==> src/fsg_defines.svh <==
`ifndef FSG_DEFINES_SVH
`define FSG_DEFINES_SVH

// ----------------------------------------------------------------------------
// Register indices (byte address is four times the index)
// ----------------------------------------------------------------------------
`define FSG_IDX_CTRL_FIRST 8'hA0
`define FSG_IDX_CTRL_LAST 8'hBE
`define FSG_IDX_SECT_TARGET 8'h6A
`define FSG_IDX_SECT_COUNT 8'h6B
`define FSG_IDX_REACT_BRANCH 8'h6C
`define FSG_IDX_REMAIN_HI 8'h6D
`define FSG_IDX_REMAIN_LO 8'h6E
`define FSG_IDX_HW_CORR 8'h71
`define FSG_IDX_BRANCH_ADDR 8'h78
`define FSG_IDX_GATE_STATUS 8'h7F

// ----------------------------------------------------------------------------
// Sizes and field positions
// ----------------------------------------------------------------------------
`define FSG_ADDR_W 12
`define FSG_WORDS 31
`define FSG_SEQ_AW 5
`define FSG_CF_GATE_HI 6
`define FSG_CF_GATE_LO 5
`define FSG_CF_ALT_BIT 7
`define FSG_CF_XFER_BIT 0
`define FSG_CNT_CRC_BIT 6
`define FSG_HW_CORR_BIT 0
`define FSG_ST_WG_BIT 0
`define FSG_ST_RG_BIT 1
`define FSG_ST_EDGE_BIT 2

// ----------------------------------------------------------------------------
// Reset values
// ----------------------------------------------------------------------------
`define FSG_RST_BYTE 8'h00
`define FSG_RST_WORD 32'h0000_0000

`endif

==> src/fsg_pkg.sv <==
package fsg_pkg;

    // Gate control code in control field bits 6-5
    typedef enum logic [1:0] {
        FSG_GC_HOLD = 2'b00,
        FSG_GC_WG_ON = 2'b01,
        FSG_GC_RG_ON = 2'b10,
        FSG_GC_WG_OFF = 2'b11
    } fsg_gate_code_t;

    // Alternate branch condition code
    typedef enum logic [2:0] {
        FSG_AC_000 = 3'b000,
        FSG_AC_001 = 3'b001,
        FSG_AC_010 = 3'b010,
        FSG_AC_011 = 3'b011,
        FSG_AC_100 = 3'b100,
        FSG_AC_101 = 3'b101,
        FSG_AC_110 = 3'b110,
        FSG_AC_111 = 3'b111
    } fsg_cond_t;

    // Outcome of an alternate branch decision
    typedef enum logic [2:0] {
        FSG_GO_NEXT = 3'b000,
        FSG_GO_DATA = 3'b001,
        FSG_GO_REACT = 3'b010,
        FSG_GO_BRREG = 3'b011,
        FSG_GO_STOP = 3'b100
    } fsg_go_t;

endpackage

==> src/fsg_gate_branch_ctl.sv <==
`timescale 1ns/1ps
`default_nettype none
`include "fsg_defines.svh"

module fsg_gate_branch_ctl (
    // Clock and reset
    input wire logic i_ref_clk,
    input wire logic i_rst_n,
    // APB slave
    input wire logic i_psel,
    input wire logic i_penable,
    input wire logic i_pwrite,
    input wire logic [`FSG_ADDR_W-1:0] i_paddr,
    input wire logic [31:0] i_pwdata,
    output logic [31:0] o_prdata,
    output logic o_pready,
    output logic o_pslverr,
    // Sequencer word execution
    input wire logic i_word_first,
    input wire logic i_word_last,
    input wire logic [`FSG_SEQ_AW-1:0] i_word_addr,
    input wire logic [7:0] i_count_field,
    input wire logic [`FSG_SEQ_AW-1:0] i_next_addr,
    input wire logic [`FSG_SEQ_AW-1:0] i_data_field_addr,
    input wire logic [2:0] i_cond_code,
    input wire logic i_seq_stopped,
    // Check and compare results
    input wire logic i_rg_ecc_term,
    input wire logic i_crc_err,
    input wire logic i_compare_bad,
    input wire logic i_defect_bit,
    input wire logic i_ecc_err_cur,
    input wire logic i_ecc_err_prev,
    input wire logic i_ecc_done,
    input wire logic i_end_of_track,
    input wire logic i_general_input_two,
    // Drive gates
    output logic o_write_gate,
    output logic o_read_gate,
    // Check logic selection
    output logic o_crc_select,
    output logic o_ecc_select,
    output logic o_freeze_ecc,
    // Branch decision
    output logic o_alt_valid,
    output logic [`FSG_SEQ_AW-1:0] o_alt_addr,
    output logic o_alt_stop
);

    // ------------------------------------------------------------------------
    // Storage
    // ------------------------------------------------------------------------
    logic [7:0] ctrl_mem [0:`FSG_WORDS-1];
    logic [7:0] sect_target_q, sect_count_q, react_branch_q, branch_addr_q;
    logic [15:0] remain_q;
    logic hw_corr_q;
    logic wg_q, rg_q;
    logic in2_prev_q, edge_flag_q;
    logic [31:0] prdata_q;
    logic pready_q, pslverr_q;
    logic crc_sel_q, ecc_sel_q, freeze_q;
    logic alt_valid_q, alt_stop_q;
    logic [`FSG_SEQ_AW-1:0] alt_addr_q;

    // Index of an APB address, valid only if word-aligned
    function automatic logic [7:0] fsg_index(input logic [`FSG_ADDR_W-1:0] a);
        fsg_index = a[9:2];
    endfunction

    // True when the index falls in the control store window
    function automatic logic fsg_is_ctrl(input logic [7:0] idx);
        fsg_is_ctrl = (idx >= `FSG_IDX_CTRL_FIRST) && (idx <= `FSG_IDX_CTRL_LAST);
    endfunction

    // ------------------------------------------------------------------------
    // APB decode
    // ------------------------------------------------------------------------
    logic [7:0] idx;
    logic [4:0] slot;
    logic mapped;
    logic wr_now;
    assign idx = fsg_index(i_paddr);
    assign slot = 5'(idx - `FSG_IDX_CTRL_FIRST);
    assign wr_now = i_psel && i_penable && pready_q && i_pwrite && mapped;

    // Map check, unaligned or high addresses are unmapped
    always_comb begin
        mapped = (i_paddr[1:0] == 2'b00) && (i_paddr[`FSG_ADDR_W-1:10] == '0);
        if (mapped) begin
            mapped = fsg_is_ctrl(idx) || idx == `FSG_IDX_SECT_TARGET || idx == `FSG_IDX_SECT_COUNT
                || idx == `FSG_IDX_REACT_BRANCH || idx == `FSG_IDX_REMAIN_HI
                || idx == `FSG_IDX_REMAIN_LO || idx == `FSG_IDX_HW_CORR
                || idx == `FSG_IDX_BRANCH_ADDR || idx == `FSG_IDX_GATE_STATUS;
        end
    end

    // Read mux, narrow registers in the low byte
    logic [31:0] rd_val;
    always_comb begin
        rd_val = `FSG_RST_WORD;
        if (fsg_is_ctrl(idx)) begin
            rd_val[7:0] = ctrl_mem[slot];
        end else begin
            unique case (idx)
                `FSG_IDX_SECT_TARGET: rd_val[7:0] = sect_target_q;
                `FSG_IDX_SECT_COUNT: rd_val[7:0] = sect_count_q;
                `FSG_IDX_REACT_BRANCH: rd_val[7:0] = react_branch_q;
                `FSG_IDX_REMAIN_HI: rd_val[7:0] = remain_q[15:8];
                `FSG_IDX_REMAIN_LO: rd_val[7:0] = remain_q[7:0];
                `FSG_IDX_HW_CORR: rd_val[`FSG_HW_CORR_BIT] = hw_corr_q;
                `FSG_IDX_BRANCH_ADDR: rd_val[7:0] = branch_addr_q;
                `FSG_IDX_GATE_STATUS: begin
                    rd_val[`FSG_ST_WG_BIT] = wg_q;
                    rd_val[`FSG_ST_RG_BIT] = rg_q;
                    rd_val[`FSG_ST_EDGE_BIT] = edge_flag_q;
                end
                default: rd_val = `FSG_RST_WORD;
            endcase
        end
    end

    // No wait state: data latched in setup, ready in the first access cycle
    always_ff @(posedge i_ref_clk) begin
        if (!i_rst_n) begin
            pready_q <= 1'b0;
            pslverr_q <= 1'b0;
            prdata_q <= `FSG_RST_WORD;
        end else if (i_psel && !i_penable) begin
            pready_q <= 1'b1;
            pslverr_q <= !mapped;
            prdata_q <= (!i_pwrite && mapped) ? rd_val : `FSG_RST_WORD;
        end else begin
            pready_q <= 1'b0;
            pslverr_q <= 1'b0;
        end
    end

    // Control store, written by software only; no reset, plain RAM
    always_ff @(posedge i_ref_clk) begin
        if (wr_now && fsg_is_ctrl(idx)) begin
            ctrl_mem[slot] <= i_pwdata[7:0];
        end
    end

    // ------------------------------------------------------------------------
    // Current word fields
    // ------------------------------------------------------------------------
    logic [7:0] cw;
    fsg_pkg::fsg_gate_code_t gcode;
    logic alt_sel;
    assign cw = ctrl_mem[i_word_addr];
    assign gcode = fsg_pkg::fsg_gate_code_t'(cw[`FSG_CF_GATE_HI:`FSG_CF_GATE_LO]);
    assign alt_sel = cw[`FSG_CF_ALT_BIT];

    // ------------------------------------------------------------------------
    // Gate outputs
    // ------------------------------------------------------------------------
    // Stop has top priority so a halted sequencer never leaves a gate open
    always_ff @(posedge i_ref_clk) begin
        if (!i_rst_n) begin
            wg_q <= 1'b0;
        end else if (i_seq_stopped) begin
            wg_q <= 1'b0;
        end else if (i_word_last && gcode == fsg_pkg::FSG_GC_WG_OFF) begin
            wg_q <= 1'b0;
        end else if (i_word_first && gcode == fsg_pkg::FSG_GC_WG_ON && !rg_q) begin
            wg_q <= 1'b1;
        end
    end

    // Read gate; code 00 falls through and holds both gates
    always_ff @(posedge i_ref_clk) begin
        if (!i_rst_n) begin
            rg_q <= 1'b0;
        end else if (i_seq_stopped || i_ecc_done) begin
            rg_q <= 1'b0;
        end else if (i_word_first && gcode == fsg_pkg::FSG_GC_RG_ON && !wg_q) begin
            rg_q <= 1'b1;
        end
    end

    // CRC or ECC selection at the first count of a gate word without transfer
    always_ff @(posedge i_ref_clk) begin
        if (!i_rst_n) begin
            crc_sel_q <= 1'b0;
            ecc_sel_q <= 1'b0;
        end else if (i_word_first && !cw[`FSG_CF_XFER_BIT]
                     && (gcode == fsg_pkg::FSG_GC_WG_ON || gcode == fsg_pkg::FSG_GC_RG_ON)) begin
            crc_sel_q <= i_count_field[`FSG_CNT_CRC_BIT];
            ecc_sel_q <= !i_count_field[`FSG_CNT_CRC_BIT];
        end
    end

    // ------------------------------------------------------------------------
    // General input two edge catcher
    // ------------------------------------------------------------------------
    logic in2_edge, edge_consume, consume_edge;
    assign in2_edge = i_general_input_two ^ in2_prev_q;

    // Sticky edge; a new edge wins over consumption in the same cycle
    always_ff @(posedge i_ref_clk) begin
        if (!i_rst_n) begin
            in2_prev_q <= 1'b0;
            edge_flag_q <= 1'b0;
        end else begin
            in2_prev_q <= i_general_input_two;
            if (in2_edge) begin
                edge_flag_q <= 1'b1;
            end else if (consume_edge) begin
                edge_flag_q <= 1'b0;
            end
        end
    end

    // ------------------------------------------------------------------------
    // Alternate branch decision
    // ------------------------------------------------------------------------
    fsg_pkg::fsg_go_t go;
    logic cnt_update, freeze_now;
    logic good, ecc_bad, cnt_zero;
    assign good = !i_crc_err && !i_compare_bad;
    assign ecc_bad = hw_corr_q ? i_ecc_err_prev : i_ecc_err_cur;
    assign cnt_zero = (sect_count_q == 8'h00);

    always_comb begin
        go = fsg_pkg::FSG_GO_NEXT;
        cnt_update = 1'b0;
        freeze_now = 1'b0;
        edge_consume = 1'b0;
        if (i_rg_ecc_term) begin
            unique case (fsg_pkg::fsg_cond_t'(i_cond_code))
                fsg_pkg::FSG_AC_001, fsg_pkg::FSG_AC_010: begin
                    if (i_crc_err) begin
                        go = fsg_pkg::FSG_GO_STOP;
                    end else if (i_compare_bad) begin
                        go = fsg_pkg::FSG_GO_DATA;
                    end else if (i_defect_bit) begin
                        go = (i_cond_code == 3'b010) ? fsg_pkg::FSG_GO_REACT
                                                     : fsg_pkg::FSG_GO_STOP;
                    end
                end
                fsg_pkg::FSG_AC_011, fsg_pkg::FSG_AC_100: begin
                    if (!good) begin
                        go = fsg_pkg::FSG_GO_DATA;
                    end else if (i_defect_bit) begin
                        go = (i_cond_code == 3'b011) ? fsg_pkg::FSG_GO_STOP
                                                     : fsg_pkg::FSG_GO_REACT;
                    end
                end
                fsg_pkg::FSG_AC_101: begin
                    if (cnt_zero || ecc_bad) begin
                        go = fsg_pkg::FSG_GO_STOP;
                    end else begin
                        go = fsg_pkg::FSG_GO_DATA;
                        cnt_update = 1'b1;
                    end
                end
                default: go = fsg_pkg::FSG_GO_NEXT;
            endcase
        end else begin
            unique case (fsg_pkg::fsg_cond_t'(i_cond_code))
                fsg_pkg::FSG_AC_001: begin
                    if (remain_q != 16'h0000) begin
                        freeze_now = 1'b1;
                    end else begin
                        go = fsg_pkg::FSG_GO_BRREG;
                    end
                end
                fsg_pkg::FSG_AC_010: begin
                    if (!cnt_zero) begin
                        go = fsg_pkg::FSG_GO_DATA;
                        cnt_update = 1'b1;
                    end
                end
                fsg_pkg::FSG_AC_110: begin
                    edge_consume = 1'b1;
                    if (edge_flag_q) begin
                        go = fsg_pkg::FSG_GO_DATA;
                    end
                end
                default: go = fsg_pkg::FSG_GO_NEXT;
            endcase
        end
    end

    logic decide;
    assign decide = i_word_last && alt_sel && !i_seq_stopped;
    // Consumption only counts when the decision is really taken
    assign consume_edge = decide && edge_consume;

    // Registered decision at word completion
    always_ff @(posedge i_ref_clk) begin
        if (!i_rst_n) begin
            alt_valid_q <= 1'b0;
            alt_stop_q <= 1'b0;
            alt_addr_q <= '0;
            freeze_q <= 1'b0;
        end else begin
            alt_valid_q <= decide;
            if (decide) begin
                alt_stop_q <= (go == fsg_pkg::FSG_GO_STOP);
                freeze_q <= freeze_now;
                unique case (go)
                    fsg_pkg::FSG_GO_DATA: alt_addr_q <= i_data_field_addr;
                    fsg_pkg::FSG_GO_REACT: alt_addr_q <= react_branch_q[`FSG_SEQ_AW-1:0];
                    fsg_pkg::FSG_GO_BRREG: alt_addr_q <= branch_addr_q[`FSG_SEQ_AW-1:0];
                    fsg_pkg::FSG_GO_STOP: alt_addr_q <= i_next_addr;
                    default: alt_addr_q <= i_next_addr;
                endcase
            end
        end
    end

    // ------------------------------------------------------------------------
    // Software registers, hardware counting has priority over a write
    // ------------------------------------------------------------------------
    always_ff @(posedge i_ref_clk) begin
        if (!i_rst_n) begin
            sect_target_q <= `FSG_RST_BYTE;
            sect_count_q <= `FSG_RST_BYTE;
        end else if (decide && cnt_update) begin
            sect_count_q <= 8'(sect_count_q - 8'h01);
            sect_target_q <= i_end_of_track ? `FSG_RST_BYTE : 8'(sect_target_q + 8'h01);
        end else if (wr_now) begin
            if (idx == `FSG_IDX_SECT_TARGET) sect_target_q <= i_pwdata[7:0];
            if (idx == `FSG_IDX_SECT_COUNT) sect_count_q <= i_pwdata[7:0];
        end
    end

    // Plain software registers
    always_ff @(posedge i_ref_clk) begin
        if (!i_rst_n) begin
            react_branch_q <= `FSG_RST_BYTE;
            branch_addr_q <= `FSG_RST_BYTE;
            remain_q <= 16'h0000;
            hw_corr_q <= 1'b0;
        end else if (wr_now) begin
            if (idx == `FSG_IDX_REACT_BRANCH) react_branch_q <= i_pwdata[7:0];
            if (idx == `FSG_IDX_BRANCH_ADDR) branch_addr_q <= i_pwdata[7:0];
            if (idx == `FSG_IDX_REMAIN_HI) remain_q[15:8] <= i_pwdata[7:0];
            if (idx == `FSG_IDX_REMAIN_LO) remain_q[7:0] <= i_pwdata[7:0];
            if (idx == `FSG_IDX_HW_CORR) hw_corr_q <= i_pwdata[`FSG_HW_CORR_BIT];
        end
    end

    // ------------------------------------------------------------------------
    // Outputs
    // ------------------------------------------------------------------------
    assign o_prdata = prdata_q;
    assign o_pready = pready_q;
    assign o_pslverr = pslverr_q;
    assign o_write_gate = wg_q;
    assign o_read_gate = rg_q;
    assign o_crc_select = crc_sel_q;
    assign o_ecc_select = ecc_sel_q;
    assign o_freeze_ecc = freeze_q;
    assign o_alt_valid = alt_valid_q;
    assign o_alt_addr = alt_addr_q;
    assign o_alt_stop = alt_stop_q;
endmodule
`default_nettype wire

==> config.mk <==
export PLATFORM = sky130hd
export DESIGN_NAME = fsg_gate_branch_ctl
export DESIGN_NICKNAME = d
export VERILOG_FILES = /design/src/fsg_pkg.sv /design/src/fsg_gate_branch_ctl.sv
export VERILOG_INCLUDE_DIRS = /design/src /design/src/src
export SDC_FILE = /design/constraint.sdc
export NUM_CORES = 1
export LEC_CHECK = 0
export ABC_AREA = 0
export ABC_CLOCK_PERIOD_IN_PS = 4710
export BUFFER_PORTS_ARGS = -buffer_cell sky130_fd_sc_hd__buf_2
export CORE_UTILIZATION = 60
export DETAILED_ROUTE_END_ITERATION = 10
export PLACE_DENSITY = 0.8
export SETUP_SLACK_MARGIN = 0.05
export SYNTH_ARGS = -nofsm -noshare
export SYNTH_HDL_FRONTEND = slang
export SYNTH_SLANG_ARGS = --single-unit
==> constraint.sdc <==
create_clock -name i_ref_clk -period 4.71 [get_ports i_ref_clk]
set_input_delay 0.7065 -clock i_ref_clk [delete_from_list [all_inputs] [get_ports i_ref_clk]]
set_output_delay 0.7065 -clock i_ref_clk [all_outputs]
set_load 0.02 [all_outputs]
==> results.py, run 1 <==
metrics = {
    "status": {
        "outcome": "completed",
    },
    "die": {
        "rows": 57,
        "core-area_sq_um": 24300,
        "io_pins": 133,
        "die_w_microns": 160,
        "die_area_sq_um": 25500,
        "initial_core_util": 0.613,
        "die_height_microns": 160,
    },
    "job": {
        "drv_cap": 0,
    },
    "routing": {
        "drt-total-wl_microns": 35900,
        "dr.pass1.iters": 6,
        "drt_iter0_markers": 1136,
        "wl_per_cell_microns": 25.3,
        "drc_errors": 0,
        "ant_nets": 0,
        "vias_per_cell": 6.61,
        "num_vias": 9370,
    },
    "placement": {
        "routabilityCongestion": 0.925,
        "dpl.hpwl_microns": 23400,
        "pre_cts_ws_ns": 0.626,
        "dpl-instance-area_sq_um": 15600,
        "port_buffers": 77,
    },
    "critical_path": {
        "cp.required_ns": 4.84,
        "critPathCaptureType": "register",
        "ff2ff_path_depth": 7,
        "r2r-end": "sect_count_q[6]",
        "worstReg2RegStart": "ctrl_mem[6][7]",
        "r2r_setup_slack_ns": 1.76,
        "timing.critical_path.fanout_max": 28,
        "worstSetupPathType": "in -> reg",
        "arrival_ns": 3.86,
        "cp-start-kind": "primary input",
    },
    "clock_network": {
        "cts.path.max_buffers": 3,
        "cts_setup_buffers": 0,
        "clock_latency_ns": 0.51,
        "cts_root_buffer": "clkbuf_16",
        "tritoncts": "done",
        "post_cts_resized": 0,
        "htreeDepth": 2,
        "path_clk_slew_ns": 0.06,
        "cts_buffers": 34,
        "ctsHoldBuffers": 0,
        "clock_sinks": 321,
    },
    "finish": {
        "synthToLayoutAreaGrowth_pct": 11.6,
        "nets": 1165,
        "drive_gt1_frac": 0.244,
        "n_fill_cell": 1630,
        "layout_commonest_cell": "edfxtp_1",
        "final_cell_area_sq_um": 16600,
        "diodes": 0,
        "final_cell_mix": "edfxtp_1 (248), mux4_2 (89), nor2_1 (81), buf_2 (75), dfxtp_1 (73)",
        "fin_util": 0.684,
    },
    "logic_synthesis": {
        "synth_ff_type": "edfxtp_1",
        "syn_area_per_cell_sq_um": 15.2,
        "ys_ff_latch": 321,
        "ys.warnings.count": 0,
        "post_synth_num_cell_types": 72,
        "ys_seq_area_frac": 0.598,
        "syn_area_sq_um": 14900,
        "yosys-top-cells-area": "edfxtp_1 (50%), mux4_2 (13%), dfxtp_1 (9.8%)",
        "synthArstFlopShare": 0,
        "yosysTopAreaCell": "edfxtp_1",
        "synth.top_cell.area_share": 0.500,
        "synth_edf_count": 248,
        "syn_inst": 983,
    },
    "pwr": {
        "p_comb_frac": 0.069,
        "switching_power_w": 0.00130,
        "power.total_w": 0.00600,
        "pwr-share-seq": 0.510,
        "power_density_nw_per_um2": 361,
        "p_leak_nw": 5.69,
        "p_int_w": 0.00470,
        "p_clk_frac": 0.421,
        "vdd_drop_max_v": 0.000305,
        "switching_share": 0.216,
    },
    "global_routing": {
        "grt_use_total": 0.289,
        "grt_pass1_wl_microns": 54900,
        "antenna_found_initial": 1,
        "grt_max_degree": 68,
        "grt_pass1_vias": 9174,
        "grt_overflow": 0,
    },
    "sta": {
        "rsz0062_at_grt": "false",
        "max-slew-margin-rel": 0.396,
        "setup_tns_ns": 0,
        "period_needed_ns": 3.72,
        "period_share": 0.790,
        "hold_viol": 0,
        "worst_slew_pin_slew_ns": 0.897,
        "skew_ns": 0.0192,
        "setup_viol": 0,
        "setup_ws_ns": 0.987,
        "slew_viol_final": 0,
        "clock.fmax_mhz": 269,
    },
    "min_path": {
        "holdPathStages": 2,
        "hold_start": "i_ecc_done",
        "hold_class": "in -> reg",
        "hold-path-endpoint": "o_read_gate",
    },
}
-- sequential cells by signal, summed over array words and instances (netlist names) --
name,cells
remain_q,16
in2_prev_q,1
o_write_gate,1
hw_corr_q,1
sect_count_q,8
o_prdata,8
branch_addr_q,8
o_freeze_ecc,1
react_branch_q,8
sect_target_q,8
o_pslverr,1
ctrl_mem,248
o_alt_stop,1
o_pready,1
o_alt_valid,1
o_ecc_select,1
o_alt_addr,5
o_crc_select,1
o_read_gate,1
edge_flag_q,1
-- worst max-delay path, cell delays in order --
cell      delay, ns
buf_2          0.35
or3b_2         0.54
a21oi_1        0.18
o211a_1        0.19
o21ai_1        0.15
nor2b_1        0.25
nand4b_1       0.59
nor2_1         0.90
-- kinds of logic after synthesis --
family,Yosys count,synth area share
xor gates and xnor gates,6,0.00353
muxes,163,0.204
adders and majority gates,5,0.00420
buffers and inverters,100,0.0374
other,1,0.000252
AOI/OAI and AO/OA,141,0.0687
DFF,321,0.598
and+or+nand+nor,246,0.0842
-- synth_stat cells, drive strengths merged (2+ instances only) --
cell and instances:
edfxtp 248, mux4 107, nor2 83, dfxtp 73, buf 57, mux2i 55
nand2 55, o21ai 34, clkbuf 26, a21oi 23, a221oi 22, inv 17
nor3 16, nand3 14, a22o 12, nand2b 9, nor4 9, nand3b 8
a21o 7, a31oi 7, and2 7, nor2b 7, or3 7, a311oi 6
and3 5, ha 5, nor3b 5, a22oi 4, o211a 4, o211ai 4
or2 4, or4 4, a211oi 3, xnor2 3, xor2 3, a2111oi 2
a32oi 2, and3b 2, and4 2, nand4 2, nor4bb 2, o311ai 2
o31ai 2, or3b 2
-- power groups by stage --
stage	Combinational [W]	Sequential, W	Clock, W
3_5_place_dp	0.000409	0.00312	0
3_3_place_gp	0.000401	0.00312	0
4_1_cts	0.000412	0.00306	0.00256
5_1_grt	0.000439	0.00306	0.00267
6_report	0.000415	0.00306	0.00253
2_1_floorplan	0.000271	0.00312	0
-- how the worst max path moves through the flow --
stage	from	end	slack, ns	cells past startpoint
2_1_floorplan	i_word_addr[1]	o_crc_select	1.23	11
3_3_place_gp	i_paddr[4]	ctrl_mem[2][1]	0.67	8
3_5_place_dp	i_paddr[4]	ctrl_mem[22][5]	0.63	8
6_report	i_paddr[4]	ctrl_mem[18][6]	0.99	8
4_1_cts	i_paddr[4]	ctrl_mem[22][5]	1.07	8
5_1_grt	i_paddr[4]	ctrl_mem[18][2]	0.82	8
-- per-layer routing --
layer | track usage | vias to the layer above | share of wire
met3 | 0.0578 | 74 | 0.10
met1 | 0.394 | 4666 | 0.38
met4 | 0.0922 | 2 | 0.029
met2 | 0.473 | 566 | 0.49
li1 | - | 4062 | -
met5 | 0 | - | 0.00036
-- layout make-up --
| cell class | count | area, sq um | share of cell area |
|---|---|---|---|
| multi-input combinational | 585 | 5520 | 0.332 |
| tap | 324 | 405 | 0.0244 |
| clock inverter | 10 | 77.6 | 0.00466 |
| timing repair buffer | 114 | 681 | 0.0409 |
| inverter | 17 | 63.8 | 0.00384 |
| sequential | 321 | 8910 | 0.536 |
| clock buffer | 47 | 971 | 0.0584 |
-- stage by stage --
stage | instances | hold slack [ns]
2_1_floorplan | 1006 | 0.451
3_3_place_gp | 1361 | 0.428
3_5_place_dp | 1361 | 0.437
4_1_cts | 1418 | 0.355
5_1_grt | 1418 | 0.351
6_report | 1418 | 0.362
No activity file was read; power rests on OpenSTA's default activity.
==> inputs of run 2 (changes only) <==
Settings changed: ABC_AREA 0 to 1, ABC_CLOCK_PERIOD_IN_PS 4710 to 3750.
Clock period 4.71 ns to 3.75 ns, I/O delays scaled along.
==> results.py, run 2 <==
metrics = {
    "status": {
        "outcome": "completed",
    },
    "logic_synthesis": {
        "post_synth_num_cell_types": 47,
        "synth_ff_type": "edfxtp_1",
        "syn_area_per_cell_sq_um": 9.80,
        "ys_seq_area_frac": 0.604,
        "syn_area_sq_um": 14700,
        "synth.top_cell.area_share": 0.505,
        "ys_ff_latch": 321,
        "ys.warnings.count": 0,
        "yosys-top-cells-area": "edfxtp_1 (51%), dfxtp_1 (9.9%), nand2_1 (5.2%)",
        "synthArstFlopShare": 0,
        "synth_edf_count": 248,
        "synth_common_cells": "edfxtp_1 (248), nand2_1 (205), nor2_1 (183)",
        "syn_inst": 1504,
        "yosysTopAreaCell": "edfxtp_1",
        "synth_most_common_cell": "edfxtp_1",
    },
    "sta": {
        "period_needed_ns": 2.98,
        "skew_ns": 0.0156,
        "worst_slew_pin_slew_ns": 0.853,
        "hold_viol": 0,
        "setup_viol": 0,
        "clock.fmax_mhz": 335,
        "whs_ns": 0.220,
        "period_share": 0.795,
        "setup_ws_ns": 0.767,
        "rsz0062_at_grt": "false",
        "max-slew-margin-rel": 0.427,
        "slew_viol_final": 0,
        "setup_tns_ns": 0,
    },
    "clock_network": {
        "path_clk_slew_ns": 0.06,
        "htreeDepth": 2,
        "cts.path.max_buffers": 3,
        "tritoncts": "done",
        "post_cts_resized": 0,
        "ctsHoldBuffers": 0,
        "clock_sinks": 321,
        "cts_buffers": 34,
        "cts_root_buffer": "clkbuf_16",
        "clock_latency_ns": 0.52,
        "cts_setup_buffers": 0,
    },
    "global_routing": {
        "grt_overflow": 0,
        "grt_pass1_wl_microns": 64600,
        "grt_use_total": 0.335,
        "grt_pass1_vias": 11847,
        "antenna_found_initial": 0,
        "grt_max_degree": 60,
    },
    "routing": {
        "drt-total-wl_microns": 42200,
        "dr_wl_met2_microns": 19500,
        "ant_nets": 0,
        "route.met3.wl_microns": 5500,
        "drc_errors": 0,
        "vias_per_cell": 6.37,
        "num_vias": 12418,
        "drt_iter0_markers": 1813,
        "met1_length_microns": 15600,
        "top_layer": "met4",
        "dr.pass1.iters": 8,
        "wl_per_cell_microns": 21.7,
    },
    "placement": {
        "port_buffers": 77,
        "routabilityCongestion": 0.965,
        "pre_cts_ws_ns": 0.455,
        "dpl.hpwl_microns": 27100,
    },
    "critical_path": {
        "timing.critical_path.fanout_max": 59,
        "crit_chain": "buf_2 -> buf_4 -> a21oi_1 -> o21ai_0 -> nand3_1 -> a21oi_1 -> a31oi_1 -> o21ai_0 -> inv_1 -> ha_1 -> nor2_1 -> nand3b_1 -> a21oi_1",
        "cpMostUsedCell": "a21oi_1",
        "worstSetupPathType": "in -> reg",
        "cp_slowest_stage_delay_ns": 0.57,
        "critPathCaptureType": "register",
        "critPathBufInv": 3,
        "cp.required_ns": 4.19,
        "arrival_ns": 3.42,
        "critical-path-top-delay-family": "compound AO/OA/AOI/OAI gates",
        "slowest_stage": "o21ai_0",
        "cp-start-kind": "primary input",
    },
    "finish": {
        "diodes": 0,
        "synthToLayoutAreaGrowth_pct": 12.5,
        "n_fill_cell": 1832,
        "nets": 1695,
        "drive_gt1_frac": 0.131,
        "top_regs": "ctrl_mem (248), remain_q (16)",
        "layout_commonest_cell": "edfxtp_1",
        "final_cell_mix": "edfxtp_1 (248), nand2_1 (203), nor2_1 (183), o21ai_0 (136), nand3_1 (125)",
        "multi_input_area_sq_um": 4980,
        "largest_reg_flops": 248,
        "largest_register": "ctrl_mem",
        "fin_util": 0.686,
        "seq_area_sq_um": 8910,
    },
    "pwr": {
        "vdd_drop_max_v": 0.000425,
        "pwr-share-seq": 0.508,
        "p_int_w": 0.00579,
        "switching_share": 0.234,
        "switching_power_w": 0.00177,
        "p_clk_frac": 0.416,
        "p_leak_nw": 6.13,
        "p_comb_frac": 0.076,
        "power_density_nw_per_um2": 455,
    },
    "die": {
        "die_w_microns": 159,
        "die_height_microns": 159,
        "die_area_sq_um": 25200,
        "core-area_sq_um": 24200,
        "initial_core_util": 0.610,
        "io_pins": 133,
        "rows": 57,
    },
    "job": {
        "drv_cap": 0,
    },
    "min_path": {
        "hold_class": "in -> reg",
    },
}
-- run 2: changes by cell type after synthesis, moves of 21 or more --
| cell | before | now |
|---|---|---|
| o21ai_0 | 31 | 136 |
| nand3_1 | 14 | 125 |
| o22ai_1 | 1 | 109 |
| nor2_1 | 81 | 183 |
| mux2i_1 | 55 | 0 |
| a21oi_1 | 23 | 72 |
| nand4_1 | 2 | 30 |
| inv_1 | 17 | 104 |
| nand2_1 | 55 | 205 |
| mux4_2 | 89 | 0 |
| a221oi_1 | 22 | 1 |
-- run 2: cells by family (layout without fill, tap and decap cells) --
group,Yosys count,in the layout,share of synthesized area
AO/OA/AOI/OAI,376,376,0.149
AND/OR/NAND/NOR,580,580,0.172
adder cells (fa/ha/maj),5,5,0.00424
other,1,24,0.000254
flip-flops,321,321,0.604
buffers and inverters,210,308,0.0639
XOR/XNOR,11,11,0.00653
-- run 2: cell type report --
class,instances,area share
sequential,321,0.537
multi-input combinational,996,0.300
clock buffer,41,0.0553
timing repair buffer,134,0.0498
inverter,116,0.0264
tap,324,0.0244
clock inverter,17,0.00679
-- run 2: per-layer routing --
metal,global-route usage,vias to the layer above
met3,0.0794,163
li1,-,5560
met1,0.439,5768
met4,0.135,0
met5,0,-
met2,0.536,927
-- run 2: worst paths after layout --
| kind | start | end | slack, ns | cells after the start |
|---|---|---|---|---|
| hold reg to reg | o_alt_addr[0] | o_alt_addr[0] | 0.46 | 2 |
| hold / removal | i_ecc_done | o_read_gate | 0.22 | 2 |
| setup / recovery | i_word_addr[0] | o_ecc_select | 0.77 | 13 |
| setup reg to reg | sect_count_q[0] | sect_target_q[2] | 1.11 | 11 |
-- run 2: power groups by stage --
stage          Combinational (W)  Sequential, W  Clock [W]
2_1_floorplan           0.000327        0.00392          0
6_report                0.000574        0.00384    0.00315
5_1_grt                 0.000611        0.00384    0.00330
3_5_place_dp            0.000547        0.00391          0
3_3_place_gp            0.000534        0.00391          0
4_1_cts                 0.000551        0.00384    0.00316
-- run 2: metrics by stage --
| stage | cell area (sq um) | power, W | instances |
|---|---|---|---|
| after floorplan | 14800 | 0.00425 | 1527 |
| after global placement | 15600 | 0.00445 | 1891 |
| after detailed placement | 15600 | 0.00446 | 1891 |
| after CTS | 16600 | 0.00754 | 1949 |
| after global routing | 16600 | 0.00775 | 1949 |
| final | 16600 | 0.00756 | 1949 |
==> inputs of run 3 (changes only) <==
Settings changed: ABC_CLOCK_PERIOD_IN_PS 3750 to 2900.
Clock period 3.75 ns to 2.9 ns, I/O delays scaled along.
==> results.py, run 3 (synthesis results as in run 2) <==
metrics = {
    "status": {
        "outcome": "completed",
    },
    "critical_path": {
        "critPathCapture": "sect_target_q[2]",
        "worstSetupStartpoint": "sect_count_q[0]",
        "slowest_stage": "dfxtp_1",
        "cp_slowest_stage_delay_ns": 0.34,
        "crit_chain": "inv_1 -> ha_1 -> nand3_1 -> nor2_1 -> nor2_1 -> nand2_1 -> nand2_2 -> nand4_1 -> buf_4 -> nand2_1 -> o21ai_0 -> nor2_1",
        "critical-path-top-delay-family": "simple AND/OR/NAND/NOR gates",
        "critPathBufInv": 2,
        "arrival_ns": 2.92,
        "worstSetupPathType": "reg -> reg",
        "timing.critical_path.fanout_max": 34,
        "worstReg2RegStart": "sect_count_q[0]",
        "cp-start-kind": "register",
        "r2r_setup_slack_ns": 0.38,
        "cp.required_ns": 3.30,
        "cpMostUsedCell": "nor2_1",
        "path_depth": 12,
        "ff2ff_path_depth": 12,
        "r2r-end": "sect_target_q[2]",
        "critPathCaptureType": "register",
    },
    "die": {
        "core-area_sq_um": 24200,
        "initial_core_util": 0.610,
        "die_height_microns": 159,
        "die_w_microns": 159,
        "io_pins": 133,
        "die_area_sq_um": 25200,
        "rows": 57,
    },
    "pwr": {
        "vdd_drop_max_v": 0.000562,
        "power_density_nw_per_um2": 589,
        "p_leak_nw": 6.26,
    },
    "clock_network": {
        "ctsHoldBuffers": 0,
        "cts_root_buffer": "clkbuf_16",
        "path_clk_slew_ns": 0.06,
        "cts.path.max_buffers": 3,
        "cts_setup_buffers": 0,
        "post_cts_resized": 0,
        "cts_buffers": 34,
        "tritoncts": "done",
        "clock_sinks": 321,
        "clock_latency_ns": 0.52,
        "htreeDepth": 2,
    },
    "finish": {
        "nets": 1716,
        "layout_commonest_cell": "edfxtp_1",
        "synthToLayoutAreaGrowth_pct": 14.1,
        "top_regs": "ctrl_mem (248), remain_q (16)",
        "final_cell_area_sq_um": 16800,
        "drive_gt1_frac": 0.142,
        "final_cell_mix": "edfxtp_1 (248), nand2_1 (202), nor2_1 (183), o21ai_0 (136), nand3_1 (125)",
        "fin_util": 0.696,
        "largest_reg_flops": 248,
        "largest_register": "ctrl_mem",
    },
    "routing": {
        "drt-total-wl_microns": 42900,
        "drt_iter0_markers": 1778,
        "ant_nets": 0,
        "dr.pass1.iters": 7,
        "vias_per_cell": 6.30,
        "drc_errors": 0,
        "wl_per_cell_microns": 21.8,
        "num_vias": 12403,
    },
    "placement": {
        "routabilityCongestion": 0.946,
        "port_buffers": 77,
        "dpl-instance-area_sq_um": 15800,
        "dpl.hpwl_microns": 27900,
    },
    "sta": {
        "whs_ns": 0.0815,
        "setup_tns_ns": 0,
        "slew_viol_final": 0,
        "period_needed_ns": 2.52,
        "clock.fmax_mhz": 397,
        "rsz0062_at_grt": "false",
        "setup_viol": 0,
        "worst_slew_pin_slew_ns": 0.886,
        "skew_ns": 0.0133,
        "max-slew-margin-rel": 0.409,
        "period_share": 0.868,
        "hold_viol": 0,
    },
    "global_routing": {
        "antenna_found_initial": 1,
        "grt_use_total": 0.339,
        "grt_pass1_vias": 11830,
        "grt_pass1_wl_microns": 65500,
        "grt_overflow": 0,
        "grt_max_degree": 60,
    },
    "job": {
        "drv_cap": 0,
    },
    "min_path": {
        "hold_class": "in -> reg",
    },
}
## run 3: cell count changes in the layout (fill, tap and decap cells not counted), sizes merged
cell and change:
bufinv +2, clkinv -5, clkbuf +2, buf +21, diode +1, clkinvlp -2
## run 3: how the worst min path moves through the flow
stage / to / from / cells after the start
6_report: o_read_gate / i_ecc_done / 2
5_1_grt: o_read_gate / i_ecc_done / 2
4_1_cts: o_read_gate / i_ecc_done / 2
3_5_place_dp: o_alt_addr[4] / o_alt_addr[4] / 2
3_3_place_gp: o_ecc_select / o_ecc_select / 2
2_1_floorplan: branch_addr_q[0] / branch_addr_q[0] / 2
## run 3: report_power, final
| part | internal [W] | total (W) | switching (W) |
|---|---|---|---|
| combinational | 0.000210 | 0.000763 | 0.000553 |
| sequential | 0.00496 | 0.00496 | 0.00000444 |
| clock | 0.00249 | 0.00419 | 0.00170 |
## run 3: layout make-up
cell class	instances	area, sq um
flip-flops and latches	321	8910
fillers	1779	7350
multi-input cells	996	4990
repair buffers	155	1030
clock buffers	43	916
inverters	116	438
well taps	324	405
clock inverters	12	134
diodes	1	2.50
## run 3: routing by layer
layer,up-vias,GRT usage,wire length (microns)
li1,5590,-,-
met1,5835,0.457,16300
met2,844,0.532,19600
met3,134,0.0697,5320
met4,0,0.146,1760
met5,-,0,0
## run 3: worst register-to-register path, stage by stage (launching register included)
cell and delay, ns:
dfxtp_1 0.34, inv_1 0.12, ha_1 0.26, nand3_1 0.12, nor2_1 0.26, nor2_1 0.09, nand2_1 0.08, nand2_2 0.20
nand4_1 0.18, buf_4 0.32, nand2_1 0.18, o21ai_0 0.19, nor2_1 0.06
## run 3: through the flow
| stage | worst slack, ns | std cells | total power [W] |
|---|---|---|---|
| 2_1_floorplan | 0.331 | 1527 | 0.00549 |
| 3_3_place_gp | 0.193 | 1912 | 0.00577 |
| 3_5_place_dp | 0.171 | 1912 | 0.00579 |
| 4_1_cts | 0.350 | 1967 | 0.00991 |
| 5_1_grt | 0.204 | 1968 | 0.0102 |
| 6_report | 0.383 | 1968 | 0.00991 |
